$ cat src/pll_synth_regs.vh
// register offsets, field positions and reset values of the synthesizer divider block
`ifndef PLL_SYNTH_REGS_VH
`define PLL_SYNTH_REGS_VH

// ****************************************************************
// word offsets, byte addresses on the bus
// ****************************************************************
`define ADDR_W            4
`define OFS_TX_CONFIG     4'h0
`define OFS_RX_CONFIG     4'h4
`define OFS_LO2_CONFIG    4'h8
`define OFS_REF_CONFIG    4'hc

// ****************************************************************
// transmit and receive loop configuration words
// ****************************************************************
`define SWALLOW_LSB       0
`define SWALLOW_MSB       6
`define SWALLOW_W         7
`define MAIN_LSB          7
`define MAIN_MSB          19
`define MAIN_W            13
`define MAIN_GAIN_BIT     20
`define MAIN_POL_BIT      21

// ****************************************************************
// second local oscillator loop configuration word
// ****************************************************************
`define LO2_CNT_LSB       0
`define LO2_CNT_MSB       13
`define LO2_CNT_W         14
`define LO2_GAIN_BIT      14
`define LO2_POL_BIT       15
`define MOD_VOLT_BIT      16

// ****************************************************************
// reference divider and tank capacitor word
// ****************************************************************
`define REF_DIV_LSB       0
`define REF_DIV_MSB       11
`define REF_DIV_W         12
`define CAP_SEL_LSB       18
`define CAP_SEL_MSB       20
`define CAP_SEL_W         3

// ****************************************************************
// reset values
// ****************************************************************
`define RST_WORD          32'h0000_0000
`define RST_REF_DIV       12'h001

`endif

$ cat src/pll_synth.v
// divider, modulus control and phase detector logic of the three synthesizer loops
`timescale 1ns/1ns
`include "pll_synth_regs.vh"

// ****************************************************************
// one loop: pin synchroniser, swallow and main counter, detector
// ****************************************************************
module synth_loop #(
  parameter N_W = 13,                               // main counter width
  parameter A_W = 7                                 // swallow counter width
) (
  input  wire           clk_i,                      // reference clock
  input  wire           rst_i,                      // synchronous reset, active high
  input  wire           vco_i,                      // prescaled or direct vco pin
  input  wire           ref_tick_i,                 // loop reference pulse
  input  wire [N_W-1:0] main_i,                     // main count
  input  wire [A_W-1:0] swallow_i,                  // swallow count
  input  wire           pol_i,                      // detector polarity
  output reg            mod_hi_o,                   // high modulus request
  output reg            src_o,                      // pump sources current
  output reg            snk_o                       // pump sinks current
);

  reg           sync1;
  reg           sync2;
  reg           sync3;
  reg           level;
  reg [N_W-1:0] main_cnt;
  reg [A_W-1:0] sw_cnt;
  reg           div_tick;
  reg           up_flag;
  reg           dn_flag;
  wire          vco_edge;

  // three flops on the pin; only the agreeing second and third stages are looked at
  always @(posedge clk_i) begin
    if (rst_i) begin
      sync1 <= 1'b0;
      sync2 <= 1'b0;
      sync3 <= 1'b0;
      level <= 1'b0;
    end else begin
      sync1 <= vco_i;
      sync2 <= sync1;
      sync3 <= sync2;
      if (sync2 == sync3) begin
        level <= sync3;
      end
    end
  end

  // a rising edge counts once the filtered level goes high
  assign vco_edge = (sync2 == sync3) && sync3 && !level;

  // swallow first at the high modulus, then the rest of the main count low
  always @(posedge clk_i) begin
    if (rst_i) begin
      main_cnt <= {N_W{1'b0}};
      sw_cnt   <= {A_W{1'b0}};
      mod_hi_o <= 1'b0;
      div_tick <= 1'b0;
    end else begin
      div_tick <= 1'b0;
      if (vco_edge) begin
        if (main_cnt <= {{(N_W-1){1'b0}}, 1'b1}) begin
          main_cnt <= main_i;
          sw_cnt   <= swallow_i;
          mod_hi_o <= (swallow_i != {A_W{1'b0}});
          div_tick <= 1'b1;
        end else begin
          main_cnt <= main_cnt - {{(N_W-1){1'b0}}, 1'b1};
          if (sw_cnt != {A_W{1'b0}}) begin
            sw_cnt <= sw_cnt - {{(A_W-1){1'b0}}, 1'b1};
          end
          mod_hi_o <= (sw_cnt > {{(A_W-1){1'b0}}, 1'b1});
        end
      end
    end
  end

  // phase-frequency detector: reference leads sets up, divider leads sets down
  always @(posedge clk_i) begin
    if (rst_i) begin
      up_flag <= 1'b0;
      dn_flag <= 1'b0;
    end else begin
      if ((up_flag || ref_tick_i) && (dn_flag || div_tick)) begin
        up_flag <= 1'b0;
        dn_flag <= 1'b0;
      end else begin
        up_flag <= up_flag || ref_tick_i;
        dn_flag <= dn_flag || div_tick;
      end
    end
  end

  // pump drive, swapped for an inverting filter and vco pair
  always @(posedge clk_i) begin
    if (rst_i) begin
      src_o <= 1'b0;
      snk_o <= 1'b0;
    end else begin
      src_o <= pol_i ? dn_flag : up_flag;
      snk_o <= pol_i ? up_flag : dn_flag;
    end
  end

endmodule // synth_loop

module pll_synth (
  input  wire                  clk_i,               // reference oscillator clock
  input  wire                  rst_i,               // synchronous reset, active high
  input  wire                  cyc_i,               // wishbone cycle
  input  wire                  stb_i,               // wishbone strobe
  input  wire                  we_i,                // wishbone write enable
  input  wire [`ADDR_W-1:0]    adr_i,               // wishbone byte address
  input  wire [3:0]            sel_i,               // wishbone byte enables
  input  wire [31:0]           dat_i,               // wishbone write data
  output reg  [31:0]           dat_o,               // wishbone read data
  output reg                   ack_o,               // wishbone acknowledge
  input  wire                  tx_vco_i,            // transmit prescaler output pin
  input  wire                  rx_vco_i,            // receive prescaler output pin
  input  wire                  lo2_vco_i,           // second oscillator vco pin
  output reg                   tx_mod_o,            // transmit modulus control level
  output reg                   tx_mod_oe_o,         // transmit modulus control enable
  output reg                   rx_mod_o,            // receive modulus control level
  output reg                   rx_mod_oe_o,         // receive modulus control enable
  output reg                   mod_volt_o,          // modulus drive style, 1 voltage
  output reg                   tx_cp_o,             // transmit pump level, 1 source
  output reg                   tx_cp_oe_o,          // transmit pump enable
  output reg                   tx_cp_high_o,        // transmit pump high current
  output reg                   rx_cp_o,             // receive pump level, 1 source
  output reg                   rx_cp_oe_o,          // receive pump enable
  output reg                   rx_cp_high_o,        // receive pump high current
  output reg                   lo2_cp_o,            // second loop pump level
  output reg                   lo2_cp_oe_o,         // second loop pump enable
  output reg                   lo2_cp_high_o,       // second loop pump high current
  output reg [`CAP_SEL_W-1:0]  cap_sel_o            // tank capacitor select code
);

  // ****************************************************************
  // configuration registers
  // ****************************************************************
  reg  [31:0]            tx_config;
  reg  [31:0]            rx_config;
  reg  [31:0]            lo2_config;
  reg  [31:0]            ref_config;
  reg  [`REF_DIV_W-1:0]  ref_cnt;
  reg                    ref_tick;
  reg  [31:0]            next_rdata;
  wire                   access;
  wire                   tx_mod_hi;
  wire                   tx_src;
  wire                   tx_snk;
  wire                   rx_mod_hi;
  wire                   rx_src;
  wire                   rx_snk;
  wire                   lo2_src;
  wire                   lo2_snk;

  // one access per strobe; ack falls the cycle after it rose
  assign access = cyc_i && stb_i && !ack_o;

  // byte-lane merge of write data into a register word
  function [31:0] merge;
    input [31:0] old;
    input [31:0] wdata;
    input [3:0]  lanes;
    integer      i;
    begin
      merge = old;
      for (i = 0; i < 4; i = i + 1) begin
        if (lanes[i]) begin
          merge[i*8 +: 8] = wdata[i*8 +: 8];
        end
      end
    end
  endfunction

  // ****************************************************************
  // wishbone slave
  // ****************************************************************

  // writes land on the acknowledged edge; unmapped addresses ack and drop data
  always @(posedge clk_i) begin
    if (rst_i) begin
      tx_config  <= `RST_WORD;
      rx_config  <= `RST_WORD;
      lo2_config <= `RST_WORD;
      ref_config <= {{(32-`REF_DIV_W){1'b0}}, `RST_REF_DIV};
      ack_o      <= 1'b0;
      dat_o      <= `RST_WORD;
    end else begin
      ack_o <= access;
      dat_o <= access ? next_rdata : `RST_WORD;
      if (access && we_i) begin
        case (adr_i)
          `OFS_TX_CONFIG:  tx_config  <= merge(tx_config, dat_i, sel_i);
          `OFS_RX_CONFIG:  rx_config  <= merge(rx_config, dat_i, sel_i);
          `OFS_LO2_CONFIG: lo2_config <= merge(lo2_config, dat_i, sel_i);
          `OFS_REF_CONFIG: ref_config <= merge(ref_config, dat_i, sel_i);
          default: begin
          end
        endcase
      end
    end
  end

  // read back the fields; reserved bits read zero, loop words carry live pump and tx/rx modulus state in bits 31 to 29
  always @* begin
    next_rdata = `RST_WORD;
    case (adr_i)
      `OFS_TX_CONFIG: begin
        next_rdata[`MAIN_POL_BIT:0] = tx_config[`MAIN_POL_BIT:0];
        next_rdata[31]              = tx_src;
        next_rdata[30]              = tx_snk;
        next_rdata[29]              = tx_mod_hi;
      end
      `OFS_RX_CONFIG: begin
        next_rdata[`MAIN_POL_BIT:0] = rx_config[`MAIN_POL_BIT:0];
        next_rdata[31]              = rx_src;
        next_rdata[30]              = rx_snk;
        next_rdata[29]              = rx_mod_hi;
      end
      `OFS_LO2_CONFIG: begin
        next_rdata[`MOD_VOLT_BIT:0] = lo2_config[`MOD_VOLT_BIT:0];
        next_rdata[31]              = lo2_src;
        next_rdata[30]              = lo2_snk;
      end
      `OFS_REF_CONFIG: begin
        next_rdata[`REF_DIV_MSB:`REF_DIV_LSB] = ref_config[`REF_DIV_MSB:`REF_DIV_LSB];
        next_rdata[`CAP_SEL_MSB:`CAP_SEL_LSB] = ref_config[`CAP_SEL_MSB:`CAP_SEL_LSB];
      end
      default: next_rdata = `RST_WORD;
    endcase
  end

  // ****************************************************************
  // shared reference divider
  // ****************************************************************

  // one pulse per divide count; a count of zero or one gives every cycle
  always @(posedge clk_i) begin
    if (rst_i) begin
      ref_cnt  <= {`REF_DIV_W{1'b0}};
      ref_tick <= 1'b0;
    end else begin
      if (ref_cnt <= {{(`REF_DIV_W-1){1'b0}}, 1'b1}) begin
        ref_cnt  <= ref_config[`REF_DIV_MSB:`REF_DIV_LSB];
        ref_tick <= 1'b1;
      end else begin
        ref_cnt  <= ref_cnt - {{(`REF_DIV_W-1){1'b0}}, 1'b1};
        ref_tick <= 1'b0;
      end
    end
  end

  // ****************************************************************
  // the three loops
  // ****************************************************************

  // transmit and receive share no state beyond the reference pulse
  synth_loop #(
    .N_W (`MAIN_W),
    .A_W (`SWALLOW_W)
  ) u_tx_loop (
    .clk_i      (clk_i),
    .rst_i      (rst_i),
    .vco_i      (tx_vco_i),
    .ref_tick_i (ref_tick),
    .main_i     (tx_config[`MAIN_MSB:`MAIN_LSB]),
    .swallow_i  (tx_config[`SWALLOW_MSB:`SWALLOW_LSB]),
    .pol_i      (tx_config[`MAIN_POL_BIT]),
    .mod_hi_o   (tx_mod_hi),
    .src_o      (tx_src),
    .snk_o      (tx_snk)
  );

  synth_loop #(
    .N_W (`MAIN_W),
    .A_W (`SWALLOW_W)
  ) u_rx_loop (
    .clk_i      (clk_i),
    .rst_i      (rst_i),
    .vco_i      (rx_vco_i),
    .ref_tick_i (ref_tick),
    .main_i     (rx_config[`MAIN_MSB:`MAIN_LSB]),
    .swallow_i  (rx_config[`SWALLOW_MSB:`SWALLOW_LSB]),
    .pol_i      (rx_config[`MAIN_POL_BIT]),
    .mod_hi_o   (rx_mod_hi),
    .src_o      (rx_src),
    .snk_o      (rx_snk)
  );

  // second oscillator has no prescaler, so the swallow stage is held at zero
  synth_loop #(
    .N_W (`LO2_CNT_W),
    .A_W (`SWALLOW_W)
  ) u_lo2_loop (
    .clk_i      (clk_i),
    .rst_i      (rst_i),
    .vco_i      (lo2_vco_i),
    .ref_tick_i (ref_tick),
    .main_i     (lo2_config[`LO2_CNT_MSB:`LO2_CNT_LSB]),
    .swallow_i  ({`SWALLOW_W{1'b0}}),
    .pol_i      (lo2_config[`LO2_POL_BIT]),
    .mod_hi_o   (),
    .src_o      (lo2_src),
    .snk_o      (lo2_snk)
  );

  // ****************************************************************
  // pin drive
  // ****************************************************************

  // pumps float unless exactly one of source or sink is asked for;
  // current mode only drives while requesting the high modulus
  always @(posedge clk_i) begin
    if (rst_i) begin
      tx_mod_o      <= 1'b0;
      tx_mod_oe_o   <= 1'b0;
      rx_mod_o      <= 1'b0;
      rx_mod_oe_o   <= 1'b0;
      mod_volt_o    <= 1'b0;
      tx_cp_o       <= 1'b0;
      tx_cp_oe_o    <= 1'b0;
      tx_cp_high_o  <= 1'b0;
      rx_cp_o       <= 1'b0;
      rx_cp_oe_o    <= 1'b0;
      rx_cp_high_o  <= 1'b0;
      lo2_cp_o      <= 1'b0;
      lo2_cp_oe_o   <= 1'b0;
      lo2_cp_high_o <= 1'b0;
      cap_sel_o     <= {`CAP_SEL_W{1'b0}};
    end else begin
      mod_volt_o    <= lo2_config[`MOD_VOLT_BIT];
      tx_mod_o      <= tx_mod_hi;
      tx_mod_oe_o   <= lo2_config[`MOD_VOLT_BIT] || tx_mod_hi;
      rx_mod_o      <= rx_mod_hi;
      rx_mod_oe_o   <= lo2_config[`MOD_VOLT_BIT] || rx_mod_hi;
      tx_cp_o       <= tx_src;
      tx_cp_oe_o    <= tx_src ^ tx_snk;
      tx_cp_high_o  <= tx_config[`MAIN_GAIN_BIT];
      rx_cp_o       <= rx_src;
      rx_cp_oe_o    <= rx_src ^ rx_snk;
      rx_cp_high_o  <= rx_config[`MAIN_GAIN_BIT];
      lo2_cp_o      <= lo2_src;
      lo2_cp_oe_o   <= lo2_src ^ lo2_snk;
      lo2_cp_high_o <= lo2_config[`LO2_GAIN_BIT];
      cap_sel_o     <= ref_config[`CAP_SEL_MSB:`CAP_SEL_LSB];
    end
  end

endmodule // pll_synth

$ cat config.mk
export PLATFORM = sky130hd
export DESIGN_NAME = pll_synth
export DESIGN_NICKNAME = d
export VERILOG_FILES = /design/src/pll_synth.v
export VERILOG_INCLUDE_DIRS = /design/src
export SDC_FILE = /design/constraint.sdc
export NUM_CORES = 1
export LEC_CHECK = 0
export ABC_AREA = 1
export BUFFER_PORTS_ARGS = -buffer_cell sky130_fd_sc_hd__buf_4
export CAP_MARGIN = 20
export CORE_AREA = 5 5 130 132
export CTS_CLUSTER_DIAMETER = 30
export DETAILED_ROUTE_END_ITERATION = 16
export DIE_AREA = 0 0 135 137
export GPL_TIMING_DRIVEN = 0
export PLACE_DENSITY = 0.87
export SLEW_MARGIN = 20
export SYNTH_ARGS = -nofsm -noshare
export SYNTH_HDL_FRONTEND = slang
export SYNTH_SLANG_ARGS = --single-unit
export TNS_END_PERCENT = 50
$ cat constraint.sdc
create_clock -name clk_i -period 2.6 [get_ports clk_i]
set_clock_uncertainty 0.1 [all_clocks]
set_input_delay 0.13 -clock clk_i [delete_from_list [all_inputs] [get_ports clk_i]]
set_output_delay 0.13 -clock clk_i [all_outputs]
set_load 0.05 [all_outputs]
==> results of run 1 <==
==> metal layers <==
metal / wire length [um] / GRT usage (%)
met1: 11600 / 41.0
met2: 13700 / 53.1
met5: 0 / 0
met3: 3240 / 6.69
met4: 1210 / 14.8
==> cell families after synthesis <==
family                     Yosys count  synth area share [%]
DFF                                215                  44.8
other                                1                0.0390
buffers and inverters              219                  9.28
xor gates and xnor gates            28                  2.55
AOI/OAI and AO/OA                  287                  16.3
adders and majority gates           17                  2.21
and+or+nand+nor                    587                  24.8
==> layout by cell type (no fill, tap or decap), drive strengths merged <==
cell type    count
o21a             1
o2111ai          3
nor3            12
buf            106
bufinv           2
xor2            19
and2             1
xnor2            9
o21ai          139
dlygate4sd3     26
o22ai            4
nand4           10
o21bai           3
or2              2
nor4             2
a211oi           1
nand2          272
a31oi            5
nand3b           3
inv            164
o31ai            2
clkinvlp         3
conb             7
a41oi            9
dfxtp          215
o221ai           7
a21oi          101
ha              17
nand3           61
nor2           224
o41ai            1
o211ai          11
clkinv          11
clkbuf          81
==> layout make-up <==
class / instances / area (sq um)
Timing Repair Buffer: 105 / 853
Clock inverter: 16 / 156
Clock buffer: 53 / 1120
Multi-Input combinational cell: 926 / 4440
Inverter: 164 / 616
Tap cell: 216 / 270
Sequential cell: 215 / 4300
Buffer: 55 / 277
Fill cell: 1104 / 3560
==> worst max-delay path: stages, from the launching register on <==
cell	delay (ns)
dfxtp_1	0.31
nor2_1	0.18
nand2_1	0.13
inv_1	0.16
nand2_1	0.15
nor2_1	0.40
inv_1	0.17
buf_2	0.23
o21ai_0	0.25
a21oi_1	0.09
==> sequential cells by signal, summed over array words and instances (netlist names), 12 cells and up <==
| signal | flops |
|---|---|
| dat_o | 25 |
| rx_config | 22 |
| tx_config | 22 |
| lo2_config | 17 |
| ref_config | 15 |
| u_lo2_loop.main_cnt | 14 |
| u_rx_loop.main_cnt | 13 |
| u_tx_loop.main_cnt | 13 |
| ref_cnt | 12 |
==> synth_stat cells, drive strengths merged <==
library cell	n
or2	2
inv	161
conb	1
o21ai	139
ha	17
o31ai	2
nand3	61
o22ai	4
nand4	10
nand2	272
o21bai	3
nor4	2
a21oi	101
buf	27
clkbuf	28
a211oi	1
xor2	19
xnor2	9
a41oi	9
o21a	1
nor3	12
a31oi	5
clkinv	3
nand3b	3
o211ai	11
nor2	224
o41ai	1
o2111ai	3
o221ai	7
and2	1
dfxtp	215
==> through the flow <==
stage | setup slack (ns) | area (sq um) | std cells | utilization, %
global route | 0.219 | 12000 | 1750 | 77.2
floorplan | 0.871 | 9640 | 1360 | -
global placement | 0.654 | 10500 | 1655 | 67.3
CTS | 0.538 | 12000 | 1750 | 77.2
finish | 0.306 | 12000 | 1750 | 77.2
detailed placement | 0.591 | 10500 | 1655 | 67.3
==> power groups by stage <==
stage               clock [uW]  sequential [uW]  combinational [uW]
detailed placement           0             3560                 857
finish                    4890             3510                 958
floorplan                    0             3570                 588
global route              5100             3520                1040
CTS                       4900             3510                 907
global placement             0             3560                 836
==> worst paths after layout <==
check,startpoint,cells past startpoint,endpoint,slack (ns)
hold reg to reg,u_tx_loop.sync1,2,u_tx_loop.sync2,0.31
setup / recovery,ack_o,9,ref_config[4],0.31
hold / removal,sel_i[1],5,ref_config[8],0.09
setup reg to reg,ack_o,9,ref_config[4],0.31
==> run summary, run 1 <==
Startpoint types -> register
Mapped Cells -> 1354
H-tree depth -> 2
Power, Total -> 9360 uW
Crit path capture type -> register
CTS root buffer -> clkbuf_16
Slew of the pin with the lowest slew margin -> 0.871 ns
Status -> completed
Initial Util -> 61.6%
Die Area -> 0.0185 sq mm
Area growth syn-to-layout -> 25.2%
Initial antenna violation count -> 0
Crit Path Category -> reg2reg
Total Wirelength -> 29.7 mm
CTS hold repair buffers -> 26
Post-synthesis sequential area ratio -> 44.8%
Top cell type by total area after synthesis -> dfxtp_1
Library cells used by synthesis -> 40
Final GP Congestion -> 0.942
Setup repair bufs after CTS -> 0
Vias in the first global route -> 9383
Clock share of power -> 52.3%
Worst EP required -> 2.87 ns
DR vias -> 9909
Top-area cell type share of the netlist area -> 44.8%
Core area -> 0.0156 sq mm
Worst-Skew Late Latency -> 0.50 ns
Drt initial violations -> 1188
Final period util -> 88.2%
Combinational Power Share -> 10.2%
Post-route setup TNS -> 0 ns
Fmax -> 0.436 GHz
PostCTS Resize Cnt -> 0
I/O Buffers -> 79
Global-route wire length before repair -> 47.5 mm
Synth top area cells -> dfxtp_1, nand2_1, nor2_1
Max Transition Viols Final -> 0
Warnings, synthesis -> 0
Max Root-Sink Buffers -> 3
Sw frac -> 25.6%
# IOs -> 98
Sequential share of power -> 37.5%
Max VDD drop -> 494 uV
Seq cells post-synth -> 215
# setup viols final -> 0
Clock sink total -> 215
Post-DRT Antenna Nets -> 0
Total CTS buffers -> 41
Via density -> 5.66
Max_cap viols -> 0
Die Span Y -> 137 um
Layout cell share with drive strength beyond 1 -> 12.4%
Switching power -> 2400 uW
Die Wd -> 135 um
Int Pwr -> 6960 uW
Critical-path maximum fanout -> 10
Syn_area_per_cell -> 7.10 sq um
Overflow after GRT -> 0
Reg clk slew, reported paths -> 0.05 ns
Leakage -> 0.00557 uW
Cell Pwr Density -> 777 mW/mm^2
Final worst path period need -> 2.29 ns
Post-DP HPWL -> 20.2 mm
CTS tree -> done
Max_slew headroom -> 41.9%
Final-report hold violation count -> 0
Min Hold Slack -> 0.0941 ns
Row cnt -> 46
Synthesized area -> 0.00962 sq mm
GRT Util Overall -> 32.3%
Worst Path Arrival -> 2.57 ns
Pin count of the biggest net entering global routing -> 11
DR DRC count -> 0
Tightest Hold Check Type -> in2reg
Diodes inserted -> 0
RSZ-0062 raised after global routing -> false
DRT Pass-1 Iters -> 5
Avg WL per Cell -> 17.0 um
Final nets -> 1573
Power figures use the tool's default switching activity.
==> run 2, diff against run 1 <==
Settings changed: REMOVE_ABC_BUFFERS set to 1.
==> run summary, run 2 (synthesis gave the netlist of run 1 again) <==
Layout Cells excl Fill -> 1698 (-3.0%)
Startpoint types -> input port
Final-report hold violation count -> 0 (unchanged)
Reg clk slew, reported paths -> 0.05 ns (about the same)
Post-DP HPWL -> 17.0 mm (-16%)
Global-route wire length before repair -> 43.4 mm (-8.6%)
CTS root buffer -> clkbuf_16
Drt initial violations -> 1203 (+1.3%)
Slew of the pin with the lowest slew margin -> 0.823 ns (-0.0482 ns)
Avg WL per Cell -> 15.8 um (-6.8%)
# IOs -> 98 (unchanged)
Most frequent cells in the layout -> nand2_1, dfxtp_1, nor2_1
Initial Util -> 61.6% (unchanged)
Crit Path Category -> in2reg
Final GP Congestion -> 0.916 (-2.8%)
Worst-Skew Late Latency -> 0.52 ns (+0.02 ns)
Final period util -> 91.7% (+3.5 points)
Core area -> 0.0156 sq mm (unchanged)
Final nets -> 1517 (-3.6%)
Largest register by flop count -> dat_o
Max_cap viols -> 0 (unchanged)
Max VDD drop -> 488 uV (-1.1%)
Crit path capture type -> register
Overflow after GRT -> 0 (unchanged)
Row cnt -> 46 (unchanged)
GRT Util Overall -> 28.9% (-3.4 points)
Critical-path maximum fanout -> 105 (+95)
H-tree depth -> 2 (unchanged)
Slowest CP cell -> nand2_1
I/O Buffers -> 79 (unchanged)
Fmax -> 0.419 GHz (-3.8%)
Max Transition Viols Final -> 0 (unchanged)
Total Wirelength -> 26.9 mm (-9.6%)
Clock sink total -> 215 (unchanged)
Initial antenna violation count -> 0 (unchanged)
Pin count of the biggest net entering global routing -> 106 (+95)
Setup repair bufs after CTS -> 0 (unchanged)
Tightest Hold Check Type -> in2reg
Min Hold Slack -> 0.0485 ns (-0.0456 ns)
Via density -> 5.53 (-2.3%)
Area growth syn-to-layout -> 23.6%
CTS tree -> done
Leakage -> 0.00546 uW (-2.1%)
Vias in the first global route -> 8908 (-5.1%)
Largest regs -> dat_o: 25 flops, rx_config: 22 flops, tx_config: 22 flops
DR DRC count -> 0 (unchanged)
# setup viols final -> 0 (unchanged)
Most common cell after layout, fill and taps aside -> nand2_1
Max_slew headroom -> 45.0% (+3.1 points)
RSZ-0062 raised after global routing -> false
Max reg flops -> 25 (unchanged)
Layout cell share with drive strength beyond 1 -> 11.7% (-0.65 points)
Status -> completed
Placed Cells -> 1601 (-3.3%)
Total CTS buffers -> 40 (-2.4%)
Max stage delay on crit path -> 0.65 ns (+0.25 ns)
Die Span Y -> 137 um (unchanged)
Worst EP required -> 2.90 ns (+0.03 ns)
DR vias -> 9391 (-5.2%)
Cell Pwr Density -> 804 mW/mm^2 (+3.5%)
Post-DRT Antenna Nets -> 0 (unchanged)
Final worst path period need -> 2.39 ns (+0.0909 ns)
Max Root-Sink Buffers -> 3 (unchanged)
Worst Path Arrival -> 2.69 ns (+0.12 ns)
Cell chain of the critical path -> buf_4 -> clkinv_4 -> buf_16 -> nand2_1 -> inv_1 -> nand2_1 -> inv_1
Die Wd -> 135 um (unchanged)
DRT Pass-1 Iters -> 7 (+2)
Die Area -> 0.0185 sq mm (unchanged)
Diodes inserted -> 0 (unchanged)
[run 2: path summary, 6_finish.rpt]
| check | start | endpoint | slack (ns) | cells past startpoint |
|---|---|---|---|---|
| hold / removal | rst_i | cap_sel_o[2] | 0.05 | 2 |
| setup / recovery | rst_i | dat_o[16] | 0.21 | 7 |
| setup reg to reg | u_rx_loop.main_cnt[7] | u_rx_loop.main_cnt[1] | 0.32 | 9 |
| hold reg to reg | u_rx_loop.sync1 | u_rx_loop.sync2 | 0.30 | 2 |
[run 2: routing by layer]
layer	track usage, %	up-vias	share of wire [%]
li1	-	4557	-
met1	36.4	4254	40
met2	48.8	503	48
met3	5.11	77	9.3
met4	12.7	0	3.1
met5	0	-	0
[run 2: where the power goes]
| group | total (uW) | internal (uW) | switching [uW] |
|---|---|---|---|
| logic | 852 | 290 | 562 |
| registers | 3500 | 3420 | 80.5 |
| clock network | 5200 | 3440 | 1760 |
[run 2: repair_timing]
action,4_1_cts,5_1_grt
resized for setup,0,1
hold buffers,25,0
endpoints found under the hold margin,79,0
setup endpoints to repair,0,7
[run 2: per-stage QoR]
stage | TNS [ns] | util [%] | area, sq um | setup WS [ns] | power (uW)
floorplan | -8.69 | - | 9360 | -0.541 | 4110
global placement | -310.53 | 65.6 | 10200 | -3.55 | 4330
detailed placement | -2.69 | 65.8 | 10300 | -0.265 | 4350
CTS | 0 | 76.2 | 11900 | 0.119 | 9560
global route | 0 | 76.2 | 11900 | 0.0881 | 9890
finish | 0 | 76.2 | 11900 | 0.215 | 9560
[run 2: cell type report]
cell class	count	area [sq um]
tap	216	270
multi-input combinational	926	4440
sequential	215	4300
inverter	164	621
timing repair buffer	105	871
clock buffer	49	1110
fill	1073	3710
clock inverter	23	268
[run 2: worst max-delay path, delay by kind of cell]
kind	cells	cell delay [ns]
buffers and inverters	5	1.69
and+or+nand+nor	2	0.83
